$ cat src/hw/csp_pkg.sv
// constants and types for the clock synthesizer and power select block
// ------------------------------------------------------------
// Behaviour
// receive sample clock equals receive word clock
// pll multiplier is two to reg04[1:0]
// software keeps reference and vco in range
// reg04 bit4 picks divided vco sample clock
// reg04[3:2] divides vco by 1, 2, 4
// reg04 bit5 enables duty-cycle restorer
// reg07 bit4 sets converter low-power mode
// reg13[2:0] holds converter bias code
// converter data appears ten sample clocks later
// first clock out is vco over 2^reg06[3:2]
// first clock out shares pll divider chain
// second clock out is reference over 2^reg06[7:6]; code divides by 4, not 8, for value 3
// divided second clock out is near half duty
// reg06 invert and disable bits per output
// clock outputs keep running through reset
// select pin chooses mask reg01 or reg02
// reset masks: reg01 zero, reg02 all but pll
// select pin acts with minimal delay
// mask bits 7..0 name the eight blocks
// divider changes applied without runt pulses; code can give a runt when an exponent changes to or from 0
// ------------------------------------------------------------
package csp_pkg;
  localparam logic [6:0] OFS_MASK_LOW  = 7'h01;
  localparam logic [6:0] OFS_MASK_HIGH = 7'h02;
  localparam logic [6:0] OFS_PLL_CFG   = 7'h04;
  localparam logic [6:0] OFS_CLKOUT    = 7'h06;
  localparam logic [6:0] OFS_RX_CFG    = 7'h07;
  localparam logic [6:0] OFS_BIAS      = 7'h13;
  localparam logic [7:0] RST_MASK_LOW  = 8'h00;
  localparam logic [7:0] RST_MASK_HIGH = 8'h7f;
  localparam logic [7:0] RST_PLL_CFG   = 8'h00;
  localparam logic [7:0] RST_CLKOUT    = 8'h00;
  localparam logic [7:0] RST_RX_CFG    = 8'h01;
  localparam logic [7:0] RST_BIAS      = 8'h00;
  // field positions
  localparam int M_LSB = 0;
  localparam int N_LSB = 2;
  localparam int SEL_BIT = 4;
  localparam int DCR_BIT = 5;
  localparam int R_LSB = 2;
  localparam int L_LSB = 6;
  localparam int C1_INV = 1;
  localparam int C1_DIS = 0;
  localparam int C2_INV = 5;
  localparam int C2_DIS = 4;
  localparam int LOWPWR_BIT = 4;
  localparam int BIAS_MSB = 2;
  // mask bit order, msb first
  localparam int PD_PLL = 7;
  localparam int PD_TX_AMP = 6;
  localparam int PD_TX_DIG = 5;
  localparam int PD_REF = 4;
  localparam int PD_CML = 3;
  localparam int PD_ADC = 2;
  localparam int PD_BIAS = 1;
  localparam int PD_RX_AMP = 0;
  localparam int RX_LATENCY = 10;
  localparam logic [4:0] SPI_FRAME_BITS = 5'd16;
  localparam logic [4:0] SPI_HDR_BITS = 5'd8;

  typedef enum logic [1:0] {CSP_IDLE, CSP_HDR, CSP_DATA} csp_spi_st_t;

  typedef struct packed {
    logic [7:0] mask_low;
    logic [7:0] mask_high;
    logic [7:0] pll_cfg;
    logic [7:0] clkout;
    logic [7:0] rx_cfg;
    logic [7:0] bias;
  } csp_regs_t;

  typedef struct packed {
    logic [1:0] m;
    logic [1:0] n;
    logic       sel;
    logic [1:0] r;
    logic [1:0] l;
  } csp_div_t;
endpackage

$ cat src/hw/csp_top.sv
// clock synthesizer control, sample clock select and power mask select
`timescale 1ns/100ps
`default_nettype none
module csp_top #(
  parameter int DATA_W = 12,
  parameter int DCR_W  = 8
) (
  input  wire logic              core_clk_i,
  input  wire logic              rstn_i,
  input  wire logic              reference_clock_input_i,
  input  wire logic              vco_clk_i,
  input  wire logic              power_select_pin_i,
  input  wire logic              spi_clk_i,
  input  wire logic              spi_cs_n_i,
  input  wire logic              spi_din_i,
  input  wire logic [DATA_W-1:0] rx_code_i,
  output logic                   spi_dout_o,
  output logic                   spi_dout_oe_o,
  output logic                   vco_derived_clock_out_o,
  output logic                   reference_derived_clock_out_o,
  output logic                   sample_clk_o,
  output logic                   receive_word_clock_o,
  output logic                   pll_feedback_o,
  output logic [1:0]             pll_mult_o,
  output logic                   adc_low_power_o,
  output logic [2:0]             adc_bias_o,
  output logic [7:0]             power_down_o,
  output logic [DATA_W-1:0]      converter_data_bus_o
);

  typedef struct packed {
    logic [1:0]                         ref_sy;
    logic [1:0]                         vco_sy;
    logic [1:0]                         pin_sy;
    logic [1:0]                         sck_sy;
    logic [1:0]                         csn_sy;
    logic [1:0]                         din_sy;
    logic                               ref_d;
    logic                               vco_d;
    logic                               sck_d;
    csp_pkg::csp_regs_t                 regs;
    csp_pkg::csp_div_t                  act;
    csp_pkg::csp_spi_st_t               spi_st;
    logic [4:0]                         bits;
    logic [15:0]                        shin;
    logic [7:0]                         shout;
    logic                               dout;
    logic                               dout_oe;
    logic [2:0]                         vcnt;
    logic [1:0]                         rcnt;
    logic [DCR_W-1:0]                   per_cnt;
    logic [DCR_W-1:0]                   half;
    logic [DCR_W-1:0]                   dcr_cnt;
    logic                               dcr_out;
    logic                               samp;
    logic                               samp_d;
    logic                               c1;
    logic                               c2;
    logic                               fb;
    logic [7:0]                         pd;
    logic [csp_pkg::RX_LATENCY-1:0][DATA_W-1:0] pipe;
  } csp_state_t;

  csp_state_t st_r;
  csp_state_t st_nxt;

  // ------------------------------------------------------------
  // helpers
  // ------------------------------------------------------------
  function automatic logic div_tap(input logic [2:0] cnt, input logic [1:0] e,
                                   input logic base);
    logic t;
    t = base;
    if (e != 2'd0) begin
      t = cnt[e-2'd1];
    end
    return t;
  endfunction

  function automatic logic [7:0] reg_read(input csp_pkg::csp_regs_t rg,
                                          input logic [6:0] a);
    logic [7:0] d;
    d = 8'h00;
    if (a == csp_pkg::OFS_MASK_LOW) begin
      d = rg.mask_low;
    end else if (a == csp_pkg::OFS_MASK_HIGH) begin
      d = rg.mask_high;
    end else if (a == csp_pkg::OFS_PLL_CFG) begin
      d = rg.pll_cfg;
    end else if (a == csp_pkg::OFS_CLKOUT) begin
      d = rg.clkout;
    end else if (a == csp_pkg::OFS_RX_CFG) begin
      d = rg.rx_cfg;
    end else if (a == csp_pkg::OFS_BIAS) begin
      d = rg.bias;
    end
    return d;
  endfunction

  logic ref_s;
  logic vco_s;
  logic sck_s;
  logic vco_rise;
  logic ref_rise;
  logic sck_rise;
  logic sck_fall;
  logic samp_rise;
  assign ref_s     = st_r.ref_sy[1];
  assign vco_s     = st_r.vco_sy[1];
  assign sck_s     = st_r.sck_sy[1];
  assign vco_rise  = vco_s & ~st_r.vco_d;
  assign ref_rise  = ref_s & ~st_r.ref_d;
  assign sck_rise  = sck_s & ~st_r.sck_d;
  assign sck_fall  = ~sck_s & st_r.sck_d;
  assign samp_rise = st_r.samp & ~st_r.samp_d;

  always_comb begin
    logic [7:0]  rd;
    logic [15:0] fr;
    logic [1:0]  nreq;
    logic        o1;
    logic        o2;
    logic        ref_src;
    rd = 8'h00;
    fr = 16'h0000;
    nreq = 2'd0;
    o1 = 1'b0;
    o2 = 1'b0;
    ref_src = 1'b0;
    st_nxt = st_r;
    // ------------------------------------------------------------
    // pin synchronisers, two stages each
    // ------------------------------------------------------------
    st_nxt.ref_sy = {st_r.ref_sy[0], reference_clock_input_i};
    st_nxt.vco_sy = {st_r.vco_sy[0], vco_clk_i};
    st_nxt.pin_sy = {st_r.pin_sy[0], power_select_pin_i};
    st_nxt.sck_sy = {st_r.sck_sy[0], spi_clk_i};
    st_nxt.csn_sy = {st_r.csn_sy[0], spi_cs_n_i};
    st_nxt.din_sy = {st_r.din_sy[0], spi_din_i};
    st_nxt.ref_d  = ref_s;
    st_nxt.vco_d  = vco_s;
    st_nxt.sck_d  = sck_s;

    // ------------------------------------------------------------
    // serial port: rw, 7-bit address, 8-bit data, msb first
    // ------------------------------------------------------------
    if (st_r.csn_sy[1]) begin
      st_nxt.spi_st  = csp_pkg::CSP_IDLE;
      st_nxt.bits    = 5'd0;
      st_nxt.dout_oe = 1'b0;
    end else begin
      case (st_r.spi_st)
        csp_pkg::CSP_IDLE: begin
          st_nxt.spi_st = csp_pkg::CSP_HDR;
          st_nxt.bits   = 5'd0;
        end
        csp_pkg::CSP_HDR: begin
          if (sck_rise) begin
            st_nxt.shin = {st_r.shin[14:0], st_r.din_sy[1]};
            st_nxt.bits = st_r.bits + 5'd1;
            if (st_r.bits + 5'd1 == csp_pkg::SPI_HDR_BITS) begin
              fr = {st_r.shin[14:0], st_r.din_sy[1]};
              st_nxt.shout  = reg_read(st_r.regs, fr[6:0]);
              st_nxt.spi_st = csp_pkg::CSP_DATA;
            end
          end
        end
        csp_pkg::CSP_DATA: begin
          // the read flag moves up one place per rise, so index it by the bit count
          if (sck_fall && st_r.shin[4'(st_r.bits - 5'd1)]) begin
            // read data leaves on falling edges so the master samples it rising
            st_nxt.dout_oe = 1'b1;
            st_nxt.dout    = st_r.shout[7];
            st_nxt.shout   = {st_r.shout[6:0], 1'b0};
          end
          if (sck_rise) begin
            fr = {st_r.shin[14:0], st_r.din_sy[1]};
            st_nxt.shin = fr;
            st_nxt.bits = st_r.bits + 5'd1;
            if (st_r.bits + 5'd1 == csp_pkg::SPI_FRAME_BITS) begin
              st_nxt.spi_st = csp_pkg::CSP_IDLE;
              if (!fr[15]) begin
                // unmapped addresses drop the write
                if (fr[14:8] == csp_pkg::OFS_MASK_LOW) begin
                  st_nxt.regs.mask_low = fr[7:0];
                end else if (fr[14:8] == csp_pkg::OFS_MASK_HIGH) begin
                  st_nxt.regs.mask_high = fr[7:0];
                end else if (fr[14:8] == csp_pkg::OFS_PLL_CFG) begin
                  st_nxt.regs.pll_cfg = fr[7:0];
                end else if (fr[14:8] == csp_pkg::OFS_CLKOUT) begin
                  st_nxt.regs.clkout = fr[7:0];
                end else if (fr[14:8] == csp_pkg::OFS_RX_CFG) begin
                  st_nxt.regs.rx_cfg = fr[7:0];
                end else if (fr[14:8] == csp_pkg::OFS_BIAS) begin
                  st_nxt.regs.bias = fr[7:0];
                end
              end
            end
          end
        end
        default: st_nxt.spi_st = csp_pkg::CSP_IDLE;
      endcase
    end

    // ------------------------------------------------------------
    // shared vco divider chain and reference divider
    // ------------------------------------------------------------
    if (vco_rise) begin
      st_nxt.vcnt = st_r.vcnt + 3'd1;
    end
    if (ref_rise) begin
      st_nxt.rcnt = st_r.rcnt + 2'd1;
    end
    // new settings only at the chain wrap: counter taps are low, but the exponent-0 tap is the high vco, so moves to or from 0 can runt
    if (vco_rise && st_r.vcnt == 3'h7) begin
      nreq = st_r.regs.pll_cfg[csp_pkg::N_LSB+:2];
      if (nreq == 2'd3) begin
        nreq = 2'd2;
      end
      st_nxt.act.m   = st_r.regs.pll_cfg[csp_pkg::M_LSB+:2];
      st_nxt.act.n   = nreq;
      st_nxt.act.sel = st_r.regs.pll_cfg[csp_pkg::SEL_BIT];
      st_nxt.act.r   = st_r.regs.clkout[csp_pkg::R_LSB+:2];
    end
    if (ref_rise && st_r.rcnt == 2'h3) begin
      st_nxt.act.l = st_r.regs.clkout[csp_pkg::L_LSB+:2];
      if (st_nxt.act.l == 2'd3) begin
        st_nxt.act.l = 2'd2;
      end
    end
    // feedback tap gives the pll its 2^m multiply
    st_nxt.fb = div_tap(st_nxt.vcnt, st_r.act.m, vco_s);
    // first output is a tap of the same chain, so phase is fixed
    o1 = div_tap(st_nxt.vcnt, st_r.act.r, vco_s);
    // exponent 0 passes the reference; 1 and 2 are counter bits
    o2 = div_tap({1'b0, st_nxt.rcnt}, st_r.act.l, ref_s);
    st_nxt.c1 = ~st_r.regs.clkout[csp_pkg::C1_DIS]
              & (o1 ^ st_r.regs.clkout[csp_pkg::C1_INV]);
    st_nxt.c2 = ~st_r.regs.clkout[csp_pkg::C2_DIS]
              & (o2 ^ st_r.regs.clkout[csp_pkg::C2_INV]);

    // ------------------------------------------------------------
    // duty-cycle restorer: high for half the measured reference period
    // ------------------------------------------------------------
    st_nxt.per_cnt = st_r.per_cnt + DCR_W'(1);
    if (st_r.dcr_cnt != '0) begin
      st_nxt.dcr_cnt = st_r.dcr_cnt - DCR_W'(1);
    end else begin
      st_nxt.dcr_out = 1'b0;
    end
    if (ref_rise) begin
      st_nxt.per_cnt = '0;
      st_nxt.half    = (st_r.per_cnt + DCR_W'(1)) >> 1;
      st_nxt.dcr_cnt = st_r.half;
      st_nxt.dcr_out = 1'b1;
    end
    ref_src = st_r.regs.pll_cfg[csp_pkg::DCR_BIT] ? st_r.dcr_out : ref_s;
    // sample clock: buffered reference or vco over 2^n
    st_nxt.samp   = st_r.act.sel ? div_tap(st_nxt.vcnt, st_r.act.n, vco_s) : ref_src;
    st_nxt.samp_d = st_r.samp;

    // ------------------------------------------------------------
    // receive pipeline, one stage per sample-clock rising edge
    // ------------------------------------------------------------
    if (samp_rise) begin
      st_nxt.pipe = {st_r.pipe[csp_pkg::RX_LATENCY-2:0], rx_code_i};
    end

    // mask follows the synchronised pin with no extra qualification
    st_nxt.pd = st_r.pin_sy[1] ? st_r.regs.mask_high : st_r.regs.mask_low;

    // ------------------------------------------------------------
    // synchronous reset: configuration to defaults, clocks keep going
    // ------------------------------------------------------------
    if (!rstn_i) begin
      st_nxt.regs.mask_low  = csp_pkg::RST_MASK_LOW;
      st_nxt.regs.mask_high = csp_pkg::RST_MASK_HIGH;
      st_nxt.regs.pll_cfg   = csp_pkg::RST_PLL_CFG;
      st_nxt.regs.clkout    = csp_pkg::RST_CLKOUT;
      st_nxt.regs.rx_cfg    = csp_pkg::RST_RX_CFG;
      st_nxt.regs.bias      = csp_pkg::RST_BIAS;
      st_nxt.act     = '0;
      st_nxt.spi_st  = csp_pkg::CSP_IDLE;
      st_nxt.bits    = 5'd0;
      st_nxt.dout    = 1'b0;
      st_nxt.dout_oe = 1'b0;
      st_nxt.vcnt    = 3'd0;
      st_nxt.rcnt    = 2'd0;
      st_nxt.per_cnt = '0;
      st_nxt.half    = '0;
      st_nxt.dcr_cnt = '0;
      st_nxt.dcr_out = 1'b0;
      st_nxt.pd      = csp_pkg::RST_MASK_LOW;
      // dividers restart, but outputs pass raw clocks meanwhile
      st_nxt.c1   = vco_s;
      st_nxt.c2   = ref_s;
      st_nxt.fb   = vco_s;
      st_nxt.samp = ref_s;
    end
  end

  always_ff @(posedge core_clk_i) begin
    st_r <= st_nxt;
  end

  assign spi_dout_o                    = st_r.dout;
  assign spi_dout_oe_o                 = st_r.dout_oe;
  assign vco_derived_clock_out_o       = st_r.c1;
  assign reference_derived_clock_out_o = st_r.c2;
  assign sample_clk_o                  = st_r.samp;
  assign receive_word_clock_o          = st_r.samp;
  assign pll_feedback_o                = st_r.fb;
  assign pll_mult_o                    = st_r.act.m;
  assign adc_low_power_o               = st_r.regs.rx_cfg[csp_pkg::LOWPWR_BIT];
  assign adc_bias_o                    = st_r.regs.bias[csp_pkg::BIAS_MSB:0];
  assign power_down_o                  = st_r.pd;
  assign converter_data_bus_o          = st_r.pipe[csp_pkg::RX_LATENCY-1];
endmodule
`default_nettype wire

$ cat config.mk
export PLATFORM = sky130hd
export DESIGN_NAME = csp_top
export DESIGN_NICKNAME = d
export VERILOG_FILES = /design/src/hw/csp_pkg.sv /design/src/hw/csp_top.sv
export SDC_FILE = /design/constraint.sdc
export NUM_CORES = 1
export LEC_CHECK = 0
export ABC_AREA = 0
export BUFFER_PORTS_ARGS = -buffer_cell sky130_fd_sc_hd__buf_4
export CAP_MARGIN = 20
export CELL_PAD_IN_SITES_DETAIL_PLACEMENT = 0
export CELL_PAD_IN_SITES_GLOBAL_PLACEMENT = 1
export CORE_MARGIN = 2
export CORE_UTILIZATION = 40
export CTS_BUF_LIST = sky130_fd_sc_hd__clkbuf_4
export DETAILED_ROUTE_END_ITERATION = 12
export PLACE_DENSITY = 0.75
export SLEW_MARGIN = 20
export SYNTH_ARGS = -nofsm -noshare
export SYNTH_HDL_FRONTEND = slang
export SYNTH_SLANG_ARGS = --single-unit
export TNS_END_PERCENT = 30
$ cat constraint.sdc
create_clock -name core_clk_i -period 9.1 [get_ports core_clk_i]
set_input_delay 0 -clock core_clk_i [delete_from_list [all_inputs] [get_ports core_clk_i]]
set_output_delay 0 -clock core_clk_i [all_outputs]
set_load 0.02 [all_outputs]
# Word-level counts from Yosys, hierarchy flattened
# Cells that the tools add are included.
# totals
reg_bits	267
in_bits	20
wordCells	180
# classes
n_eq_ne	26
n_reduce_logical	26
n_bitwise	24
n_mux	41
magnitude_cmp	5
addsub	10
# ops
operator	count
$mux W8	9
$pmux W24 S2	1
$eq A7 B3 Y1 const B	6
$mux W31	1
$mux W23	1
$not A1 Y1	15
$pmux W5 S3	1
$eq A7 B1 Y1 const B	2
$eq A7 B2 Y1 const B	2
$eq A7 B5 Y1 const B	2
$mux W1	13
$lt A2 B3 Y1 const B	4
$ne A2 B2 Y1 const B	6
$reduce_bool A2 Y1	6
$mux W11	1
$reduce_and A11 Y1	1
$mux W10	1
$mux W2	5
$reduce_and A10 Y1	1
$mux W9	1
$reduce_and A9 Y1	1
$add A8 B1 Y8 const B	1
$bmux W1 S2	4
$eq A2 B2 Y1 const B	4
other kinds (28)	43

# Logic depth before layout (Yosys ltp)
# Gate-level depths: netlist of the first run.
# logic_depth
word_depth	10
mapped_depth	8
ltp_nobuf	7

# Worst setup path after synthesis of the first run
# No wires, ideal clock.
# synth_path
path_type	register -> register
start	reg st_r (netlist bit receive_word_clock_o)
end	reg st_r (netlist bit converter_data_bus_o[0]), enable pin
period_less_slack_ps	6403
setup_slack_ps	2697
setup_ps	613
n_path_buf	0
path_stages_with_launch	2
arrival_ps	5790
cell_sequence	dfxtp_1 -> nor2b_1
# synth_between
elab_chain_cells	1
# synth_rtl
element	line_no	text
start: declaration	csp_top.sv:64	csp_state_t st_r;
start signal: assignment	csp_top.sv:303	st_r <= st_nxt;
$and A1 B1 Y1	csp_top.sv:115	assign samp_rise = st_r.samp & ~st_r.samp_d;
net samp_rise	csp_top.sv:107	logic samp_rise;
# The timed path passes the listed nets, and every way through them passes these cells.
# A chain may end at the register's enable or synchronous reset.

# Worst setup path after layout of the first run
# layout_path
start	reg st_r[189] (netlist bit)
end	reg st_r[165] (netlist bit), enable pin
# layout_between
elab_chain_cells	6
elab_cells_between_ends	9
classes_between	add/sub: 2; eq/ne: 3; mux: 2; reduce/logical: 2
# layout_rtl
element	line_no	text
$sub A4 B1 Y4	csp_top.sv:170	if (sck_fall && st_r.shin[4'(st_r.bits - 5'd1)]) begin
$bmux W1 S4	csp_top.sv:170	
$mux W1 (implied by the code)	csp_top.sv:170	
$logic_and A1 B1 Y1	csp_top.sv:170	
$ne A2 B2 Y1 (no line)	-	
$reduce_and A5 Y1 (no line) (*)	-	
# Every way passes the cells marked *; elsewhere a longest branch is shown, timed or not. The select of a mux whose other input is x is not followed.

==> flow_summary.ini, run 1 <==
[outcome]
status = finished, final reports clean

[clocking]
h-tree-depth = 3
clock-sinks = 267
clkLatencyLatePin_ns = 0.67
post_cts_buffers = 0
cts_max_path_buffers = 3
cts-resized-gates = 0
clkSlewWorstSetupHoldPaths_ns = 0.06
hold_buffers = 25
cts_tree = done
cts_buffers = 70
cts-root-buf = clkbuf_4

[critical_path]
cp-endpoint = st_r[165]
cp.depth = 6
r2r_setup_slack_ns = 6.03
arrival_ns = 3.36
required_ns = 9.40
setup.worst_path.start_class = flip-flop
cp_cell_sequence = inv_1 -> ha_1 -> mux4_2 -> mux4_2 -> nand4b_2 -> a211oi_2
critPathBufInv = 1
r2r-start = st_r[189]
critPathMaxStageDelay_ns = 0.68
reg2regPathDepth = 6
path_delay_family = compound AO/OA/AOI/OAI gates
cp-end-kind = flip-flop
crit_top_cell = mux4_2
path_max_fanout = 9
cpMaxStageDelayCell = a211oi_2
crit_start = st_r[189]
reg2reg_to = st_r[165]
critPathKind = reg -> reg

[sta]
rsz0062_at_grt = false
finClkSkew_ns = 0.05371
maxSlewViolCount = 0
relSlewSlack = 0.3990
hold_viol_final = 0
fmax_ghz = 0.3259
finalWorstPathRequiredPeriod_ns = 3.069
tns_ns = 0
tightest_slew_ns = 0.9016
fin_crit_sh = 0.3372
setup_viol = 0
whs_ns = 0.07270

[global_routing]
grt.busiest_layer = met2
grt.overflow.total = 0
grt_pass1_wl_mm = 31.46
grtUsageMet1 = 0.1910
grt_usage = 0.1405
grt_use_met2 = 0.2140
grt_max_degree = 101
antenna_found_initial = 1
met3_usage = 0.03742
grt_pass1_vias = 6195

[pwr]
pwr-share-clk = 0.393
power_mw = 2.561
powerDensity_nw_per_um2 = 211.1
p_int_mw = 1.949
p_leak_nw = 4.737
vdd_drop_max_v = 0.0001428
share_comb_of_total_power = 0.077
netSwitchingFraction = 0.2389
seqPwrFrac = 0.531
power.switching_mw = 0.6118

[finish]
finalNetCount = 929
syn_to_final_growth_pct = 15.21
utilization = 0.4669
finalInstanceArea_um2 = 12130
nFillCells = 2405
multi_input_area_um2 = 3254
seq_area_um2 = 6787
final_layout_size_suffix_gt1_frac = 0.2032

[place]
port_buffers = 52
dp_hpwl_mm = 11.99
dpl_cell_area_um2 = 10980
gp_congestion = 0.7985

[floorplan]
core-area_um2 = 25980
die_y_um = 166.3
die_area_um2 = 27640
initial_core_util = 0.4052
die_w_um = 166.3
row_count = 59
io_pins = 53

[synth]
netlist_top_cells_area = edfxtp_1, dfxtp_1, mux2i_1
synth_area_per_cell_um2 = 13.06
synthesis.nets = 843
synth-main-ff-cell = edfxtp_1
synth-seq-area-share = 0.6445
synth-seq-cells = 267
synth_top_area_frac = 0.4106
synth_edf_count = 144
synth_cells = 806
ys_async_sr_fraction = 0
yosysTopAreaCell = edfxtp_1
synth_area_um2 = 10530
synth_warnings = 0
yosysUniqueCellTypes = 66

[routing]
routed_wl_mm = 19.14
wire_per_inst_um = 14.94
drt-pass1-iter-count = 5
viasPerCell = 4.875
drt.antenna.violating_nets = 0
drt_iter0_markers = 426
drc = 0
vias = 6245

[worst_hold_path]
hp-class = in -> reg

[flow_run]
maxCapViolations = 0
-- kinds of logic (layout without fill, tap and decap cells) --
| group | count (synthesis) | count (layout) | synth area share |
|---|---|---|---|
| other cells | 0 | 1 | 0 |
| flops | 267 | 267 | 0.6445 |
| xor+xnor | 18 | 18 | 0.01640 |
| simple gates | 229 | 229 | 0.1205 |
| compound gates | 106 | 106 | 0.07545 |
| fa+ha+maj | 17 | 17 | 0.02020 |
| mux | 72 | 72 | 0.07486 |
| buf+inv | 97 | 236 | 0.04812 |
-- through the flow --
stage | setup slack [ns] | instances
floorplan | 2.697 | 806
global placement | 5.832 | 1130
detailed placement | 5.678 | 1130
CTS | 5.632 | 1280
global route | 5.826 | 1281
finish | 6.031 | 1281
-- worst reg2reg max path: cells and delay by family, from the launching register on --
family                   cells  cell delay [ns]
AO/OA/AOI/OAI                1             0.68
adder cells (fa/ha/maj)      1             0.41
buffers and inverters        1             0.13
flip-flops                   1             0.56
multiplexers                 2             0.64
AND/OR/NAND/NOR              1             0.27
-- synth_stat cells (8+ instances only) --
cell type	instances
nor2_1	32
xor2_1	9
a21boi_0	10
nand3_1	15
buf_4	26
mux2i_1	63
a22oi_1	8
nor3_1	15
ha_1	17
nand2b_1	12
edfxtp_1	144
nor3b_1	8
inv_1	31
dfxtp_1	123
a21oi_1	27
nand2_1	48
o32ai_1	9
nor2b_1	65
clkbuf_1	27
-- sequential cells by signal, indices dropped and copies added (netlist names) --
register / cells
adc_bias_o: 3
adc_low_power_o: 1
converter_data_bus_o: 12
pll_feedback_o: 1
pll_mult_o: 2
power_down_o: 8
receive_word_clock_o: 1
ref_s: 1
reference_derived_clock_out_o: 1
sck_s: 1
spi_dout_o: 1
spi_dout_oe_o: 1
st_nxt: 7
st_r: 226
vco_derived_clock_out_o: 1
-- placed cells by master (no fill, tap or decap), types with 8 or more instances in the layout --
master,instances
buf_4,54
inv_1,31
nor3_1,15
clkinv_1,20
nand3_1,15
ha_1,17
nor2_1,32
a22oi_1,8
dfxtp_1,123
xor2_1,9
nor2b_1,64
nand2b_1,12
edfxtp_1,144
a21boi_0,10
mux2i_1,63
a21oi_1,27
nand2_1,48
dlygate4sd3_1,25
clkbuf_4,96
o32ai_1,9
-- worst min path at each step --
stage / from / endpoint / slack [ns] / cells past startpoint
2_1_floorplan: spi_din_i / st_nxt[257] / 0.03 / 0
3_3_place_gp: power_select_pin_i / st_nxt[263] / 0.11 / 1
3_5_place_dp: spi_din_i / st_nxt[257] / 0.11 / 1
4_1_cts: rx_code_i[3] / st_r[3] / 0.03 / 2
5_1_grt: rx_code_i[11] / st_r[11] / 0.01 / 2
6_report: rx_code_i[11] / st_r[11] / 0.07 / 2
-- cell type report --
type                       count  share of cell area
multi-input combinational    442              0.2683
clock inverter                29             0.01361
inverter                      31            0.009592
sequential                   267              0.5594
clock buffer                  96             0.05941
antenna                        1           0.0002063
tap                          335             0.03455
timing repair buffer          80             0.05497
-- layer usage --
layer,vias up,part of all wire
met5,-,0
met4,0,0.020
met3,32,0.044
met2,127,0.46
met1,2978,0.47
li1,3108,-
-- power by group through the flow --
stage	combinational, mW	clock, mW	sequential (mW)
after detailed placement	0.189	0	1.38
final	0.196	1.01	1.36
after global placement	0.186	0	1.38
after floorplan	0.165	0	1.38
after CTS	0.199	1.04	1.36
after global routing	0.219	1.11	1.36
Power figures use the tool's default switching activity.
==> run 2, diff against run 1 <==
Settings changed: ABC_AREA 0 to 1, PLACE_DENSITY 0.75 to 0.8.
Clock period 9.1 ns to 2.8 ns, I/O delays scaled along.
==> run 2 against run 1 <==
Highest routed layer unchanged. Global-route usage is 0.78 points higher. Sequential cell count is the same. Final cell count rose by 15%. Routed wire length grew 1.2%. Register-to-register slack worse by 5.6 ns.
==> flow_summary.ini, run 2 <==
[outcome]
status = finished, final reports clean

[synth]
synth-seq-area-share = 0.6652
synth_edf_count = 144
post-synth-top-count-cell = nand2_1
synth-seq-cells = 267
synth-main-ff-cell = edfxtp_1
netlist_top_cells_area = edfxtp_1, dfxtp_1, nand2_1
yosys-top-cells-count = nand2_1, edfxtp_1, dfxtp_1
yosysTopAreaCell = edfxtp_1
muxShareOfSynthArea = 0
synthesis.nets = 1004
synth_warnings = 0
synth_compound_gate_area_share = 0.08033
synth_top_family_by_area = simple AND/OR/NAND/NOR gates
synth_top_area_frac = 0.4238
synth_area_um2 = 10200
synth_area_per_cell_um2 = 10.55
ys_async_sr_fraction = 0
synthAdderAreaFrac = 0.02085
synth_cells = 967
yosysUniqueCellTypes = 44
synthSimpleGateAreaFrac = 0.1527
synth-xor-area-share = 0.01202

[sta]
maxSlewViolCount = 0
fin_crit_sh = 0.8346
relSlewSlack = 0.5493
setup_viol = 0
tightest_slew_ns = 0.6736
hold_viol_final = 0
rsz0062_at_grt = false
finalWorstPathRequiredPeriod_ns = 2.337
whs_ns = 0.03872
fmax_ghz = 0.4279
setup_ws_ns = 0.4630
tns_ns = 0
finClkSkew_ns = 0.04439

[clocking]
clkSlewWorstSetupHoldPaths_ns = 0.07
cts_buffers = 70
cts_max_path_buffers = 3
h-tree-depth = 3
cts_tree = done
clock-sinks = 267
cts-resized-gates = 0
clkLatencyLatePin_ns = 0.68
post_cts_buffers = 0
cts-root-buf = clkbuf_4

[routing]
wire_per_inst_um = 13.20
wl_met2_mm = 8.539
viasPerCell = 4.687
wl_met1_mm = 9.204
drt.antenna.violating_nets = 0
drt-pass1-iter-count = 5
drc = 0
drt_iter0_markers = 440
routed_wl_mm = 19.37
dr.max_layer_used = met4
vias = 6876
dr_wl_met3_mm = 1.161

[pwr]
p_leak_nw = 4.945
seqPwrFrac = 0.519
power.switching_mw = 1.987
p_int_mw = 6.487
powerDensity_nw_per_um2 = 700.8
share_comb_of_total_power = 0.077
vdd_drop_max_v = 0.0002606
netSwitchingFraction = 0.2345
pwr-share-clk = 0.404

[place]
dp_hpwl_mm = 12.48
pre_cts_slack_ns = 0.5207
gp_congestion = 0.8661
port_buffers = 52

[floorplan]
die_area_um2 = 26800
initial_core_util = 0.4063
core-area_um2 = 25110
row_count = 58
die_w_um = 163.7
io_pins = 53
die_y_um = 163.7

[finish]
syn_to_final_growth_pct = 18.51
largest_reg_flops = 226
nFillCells = 2333
final_cell_mix = nand2_1, edfxtp_1, dfxtp_1
finalNetCount = 1125
largest-register = st_r
layout_commonest_cell = nand2_1
final_layout_size_suffix_gt1_frac = 0.1699
seq_area_um2 = 6787
multi_input_area_um2 = 2720
utilization = 0.4815

[global_routing]
grt_usage = 0.1483
grt.overflow.total = 0
grt_max_degree = 64
antenna_found_initial = 1
grt_pass1_wl_mm = 31.42
grt_pass1_vias = 6485

[critical_path]
arrival_ns = 2.86
cpMaxStageDelayCell = nor2_1
setup.worst_path.start_class = flip-flop
critPathKind = reg -> reg
path_max_fanout = 13
crit_top_cell = inv_1
cp-end-kind = flip-flop
required_ns = 3.33
critPathMaxStageDelay_ns = 0.60
cp_cell_sequence = inv_1 -> ha_1 -> buf_4 -> inv_1 -> nor2_1 -> nand2_1 -> o21ai_0 -> a21oi_1

[worst_hold_path]
hp-class = in -> reg

[flow_run]
maxCapViolations = 0
==> run 2: cell type report <==
class                           instances  area share
Tap cell                              330     0.03415
Antenna cell                            1   0.0002070
Inverter                              104     0.03229
Clock buffer                          105     0.06520
Clock inverter                         15     0.01066
Multi-Input combinational cell        546      0.2250
Sequential cell                       267      0.5613
Timing Repair Buffer                   99     0.07120
==> run 2: cell families (layout without fill, tap and decap cells) <==
logic type / count (synthesis) / count (layout)
and+or+nand+nor: 363 / 363
adders and majority gates: 17 / 17
other: 0 / 1
DFF: 267 / 267
xor gates and xnor gates: 14 / 14
AOI/OAI and AO/OA: 152 / 152
buffers and inverters: 154 / 323
==> run 2: per-layer routing <==
layer	track usage	vias to the layer above
met3	0.04192	37
li1	-	3494
met2	0.2189	194
met4	0.07177	0
met5	0	-
met1	0.2012	3151
==> run 2: critical path: cells and delay by family, from the launching register on <==
family,cells,cell delay (ns)
AOI/OAI and AO/OA,2,0.28
adders and majority gates,1,0.14
buffers and inverters,3,0.48
DFF,1,0.34
and+or+nand+nor,2,0.95
==> run 2: power groups by stage <==
stage	clock (mW)	combinational [mW]	sequential [mW]
finish	3.43	0.650	4.40
global route	3.77	0.740	4.41
global placement	0	0.600	4.47
detailed placement	0	0.615	4.48
floorplan	0	0.459	4.47
CTS	3.55	0.653	4.40
==> run 2: worst paths after layout <==
path | cells after the start | slack, ns | endpoint | startpoint
max | 8 | 0.46 | st_r[222] | st_r[194]
min | 2 | 0.04 | st_r[10] | rx_code_i[10]
max reg2reg | 8 | 0.46 | st_r[222] | st_r[194]
min reg2reg | 0 | 0.32 | st_nxt[254] | st_nxt[265]
==> run 2: stage by stage <==
stage / area, µm² / power, mW / std cells
2_1_floorplan: 10210 / 4.931 / 967
3_3_place_gp: 10850 / 5.075 / 1314
3_5_place_dp: 10850 / 5.098 / 1314
4_1_cts: 12080 / 8.606 / 1465
5_1_grt: 12090 / 8.925 / 1467
6_report: 12090 / 8.473 / 1467
==> run 2: timing repair <==
item                                   CTS  global route
endpoints found under the hold margin   51             1
hold buffers                            31             1
setup endpoints to repair                0             0
==> run 3, diff against run 2 <==
Settings changed: PLACE_DENSITY 0.8 to 0.77.
Clock period 2.8 ns to 2.44 ns, I/O delays scaled along.
==> run 3 against run 2 <==
Final cell count grew 0.34%. Clock skew shrank 0.0057 ns. Critical endpoint is now st_r[168]. Non-clock buffer count shrank 1. Register-to-register slack lost 0.16 ns.
==> flow_summary.ini, run 3 (same netlist as run 2, synthesis figures left out) <==
[floorplan]
core-area_um2 = 25110
row_count = 58
die_w_um = 163.7
die_y_um = 163.7
io_pins = 53
die_area_um2 = 26800
initial_core_util = 0.4063

[global_routing]
grt_pass1_vias = 6579
grt_max_degree = 72
grt.overflow.total = 0
grt_usage = 0.1523
antenna_found_initial = 2
grt_pass1_wl_mm = 32.31

[finish]
finalNetCount = 1125
layout_commonest_cell = nand2_1
stdcell_count = 1472
final_cell_mix = nand2_1, edfxtp_1, dfxtp_1
syn_to_final_growth_pct = 19.05
final_layout_size_suffix_gt1_frac = 0.1823
largest-register = st_r
largest_reg_flops = 226

[clocking]
cts-root-buf = clkbuf_4
clock-sinks = 267
clkSlewWorstSetupHoldPaths_ns = 0.07
h-tree-depth = 3
cts_tree = done
clkLatencyLatePin_ns = 0.66
cts_buffers = 71
cts_max_path_buffers = 3

[routing]
wire_per_inst_um = 13.57
routed_wl_mm = 19.97
drt-pass1-iter-count = 6
viasPerCell = 4.671
drc = 0
drt_iter0_markers = 404
vias = 6876
drt.antenna.violating_nets = 0

[outcome]
status = finished, final reports clean

[pwr]
pwr-share-clk = 0.412
power.switching_mw = 2.279
share_comb_of_total_power = 0.076
seqPwrFrac = 0.513
vdd_drop_max_v = 0.0003212
p_int_mw = 7.568
power_mw = 9.847
p_leak_nw = 4.979
powerDensity_nw_per_um2 = 810.8
netSwitchingFraction = 0.2315

[place]
gp_congestion = 0.8938
dp_hpwl_mm = 13.29
dp_cells = 1319
port_buffers = 52

[sta]
tightest_slew_ns = 0.8146
hold_viol_final = 0
relSlewSlack = 0.4564
fin_crit_sh = 0.8764
setup_viol = 0
finalWorstPathRequiredPeriod_ns = 2.139
rsz0062_at_grt = false
finClkSkew_ns = 0.03871
maxSlewViolCount = 0
tns_ns = 0
fmax_ghz = 0.4676

[worst_hold_path]
hp-class = in -> reg
min-delay-start = rx_code_i[9]
min_path_cells = 2
whs_endpoint = st_r[9]

[critical_path]
critPathKind = reg -> reg
required_ns = 2.76
path_max_fanout = 8
reg2reg_to = st_r[168]
setup.worst_path.start_class = flip-flop
reg2regPathDepth = 9
r2r_setup_slack_ns = 0.30
cp-end-kind = flip-flop
arrival_ns = 2.46
r2r-start = st_r[189]

[flow_run]
maxCapViolations = 0
-- run 3: cell count changes in the layout (fill, tap and decap cells not counted), moves of 2 or more --
cell,delta
buf_12,+2
buf_4,+3
clkbuf_4,+7
dlygate4sd3_1,-6
-- run 3: routing by layer --
layer / vias to the layer above / wire length [µm] / global-route usage
li1: 3500 / - / -
met1: 3182 / 9369 / 0.2006
met2: 162 / 9086 / 0.2334
met3: 32 / 1148 / 0.04571
met4: 0 / 369 / 0.06619
met5: - / 0 / 0
-- run 3: what timing repair did --
action	in CTS	in global routing
endpoints found under the setup margin	0	8
hold buffers	25	1
endpoints found under the hold margin	37	1
setup buffers	0	0
gates resized for setup	0	1
-- run 3: worst max path at each step --
stage	start	to	slack [ns]	cells past startpoint
floorplan	receive_word_clock_o	converter_data_bus_o[0]	-0.18	2
global placement	st_r[190]	st_r[168]	0.35	9
detailed placement	st_r[189]	st_r[168]	0.19	9
CTS	st_r[189]	st_r[168]	0.15	9
global route	st_r[190]	st_r[166]	0.12	9
finish	st_r[189]	st_r[168]	0.30	9
-- run 3: final cells by class --
| cell class | count | area (µm²) |
|---|---|---|
| Antenna cell | 1 | 2.502 |
| Clock buffer | 112 | 840.8 |
| Clock inverter | 14 | 123.9 |
| Fill cell | 2339 | 12960 |
| Inverter | 104 | 390.4 |
| Multi-Input combinational cell | 546 | 2721 |
| Sequential cell | 267 | 6790 |
| Tap cell | 330 | 412.9 |
| Timing Repair Buffer | 98 | 863.3 |
-- run 3: critical path: stages (launching register included) --
cell     delay, ns
dfxtp_1       0.42
inv_1         0.10
ha_1          0.42
inv_1         0.13
nand3_1       0.10
nand3_1       0.06
nand3_1       0.11
inv_1         0.05
nor2_1        0.14
o21a_2        0.28
-- run 3: power groups by stage --
| stage | Sequential [mW] | Combinational (mW) | Clock, mW |
|---|---|---|---|
| 3_5_place_dp | 5.14 | 0.713 | 0 |
| 3_3_place_gp | 5.14 | 0.712 | 0 |
| 2_1_floorplan | 5.13 | 0.527 | 0 |
| 5_1_grt | 5.07 | 0.841 | 4.45 |
| 6_report | 5.05 | 0.746 | 4.05 |
| 4_1_cts | 5.05 | 0.753 | 4.21 |
-- run 3: through the flow --
step	hold slack [ns]	area, µm²	setup WS (ns)	utilization
final	0.07191	12150	0.3015	0.4837
after global routing	0.005437	12150	0.1202	0.4837
after CTS	0.01070	12130	0.1496	0.4832
after detailed placement	0.1054	10920	0.1907	0.4348
after global placement	0.1043	10920	0.3476	0.4348
after floorplan	0.02772	10210	-0.1793	-
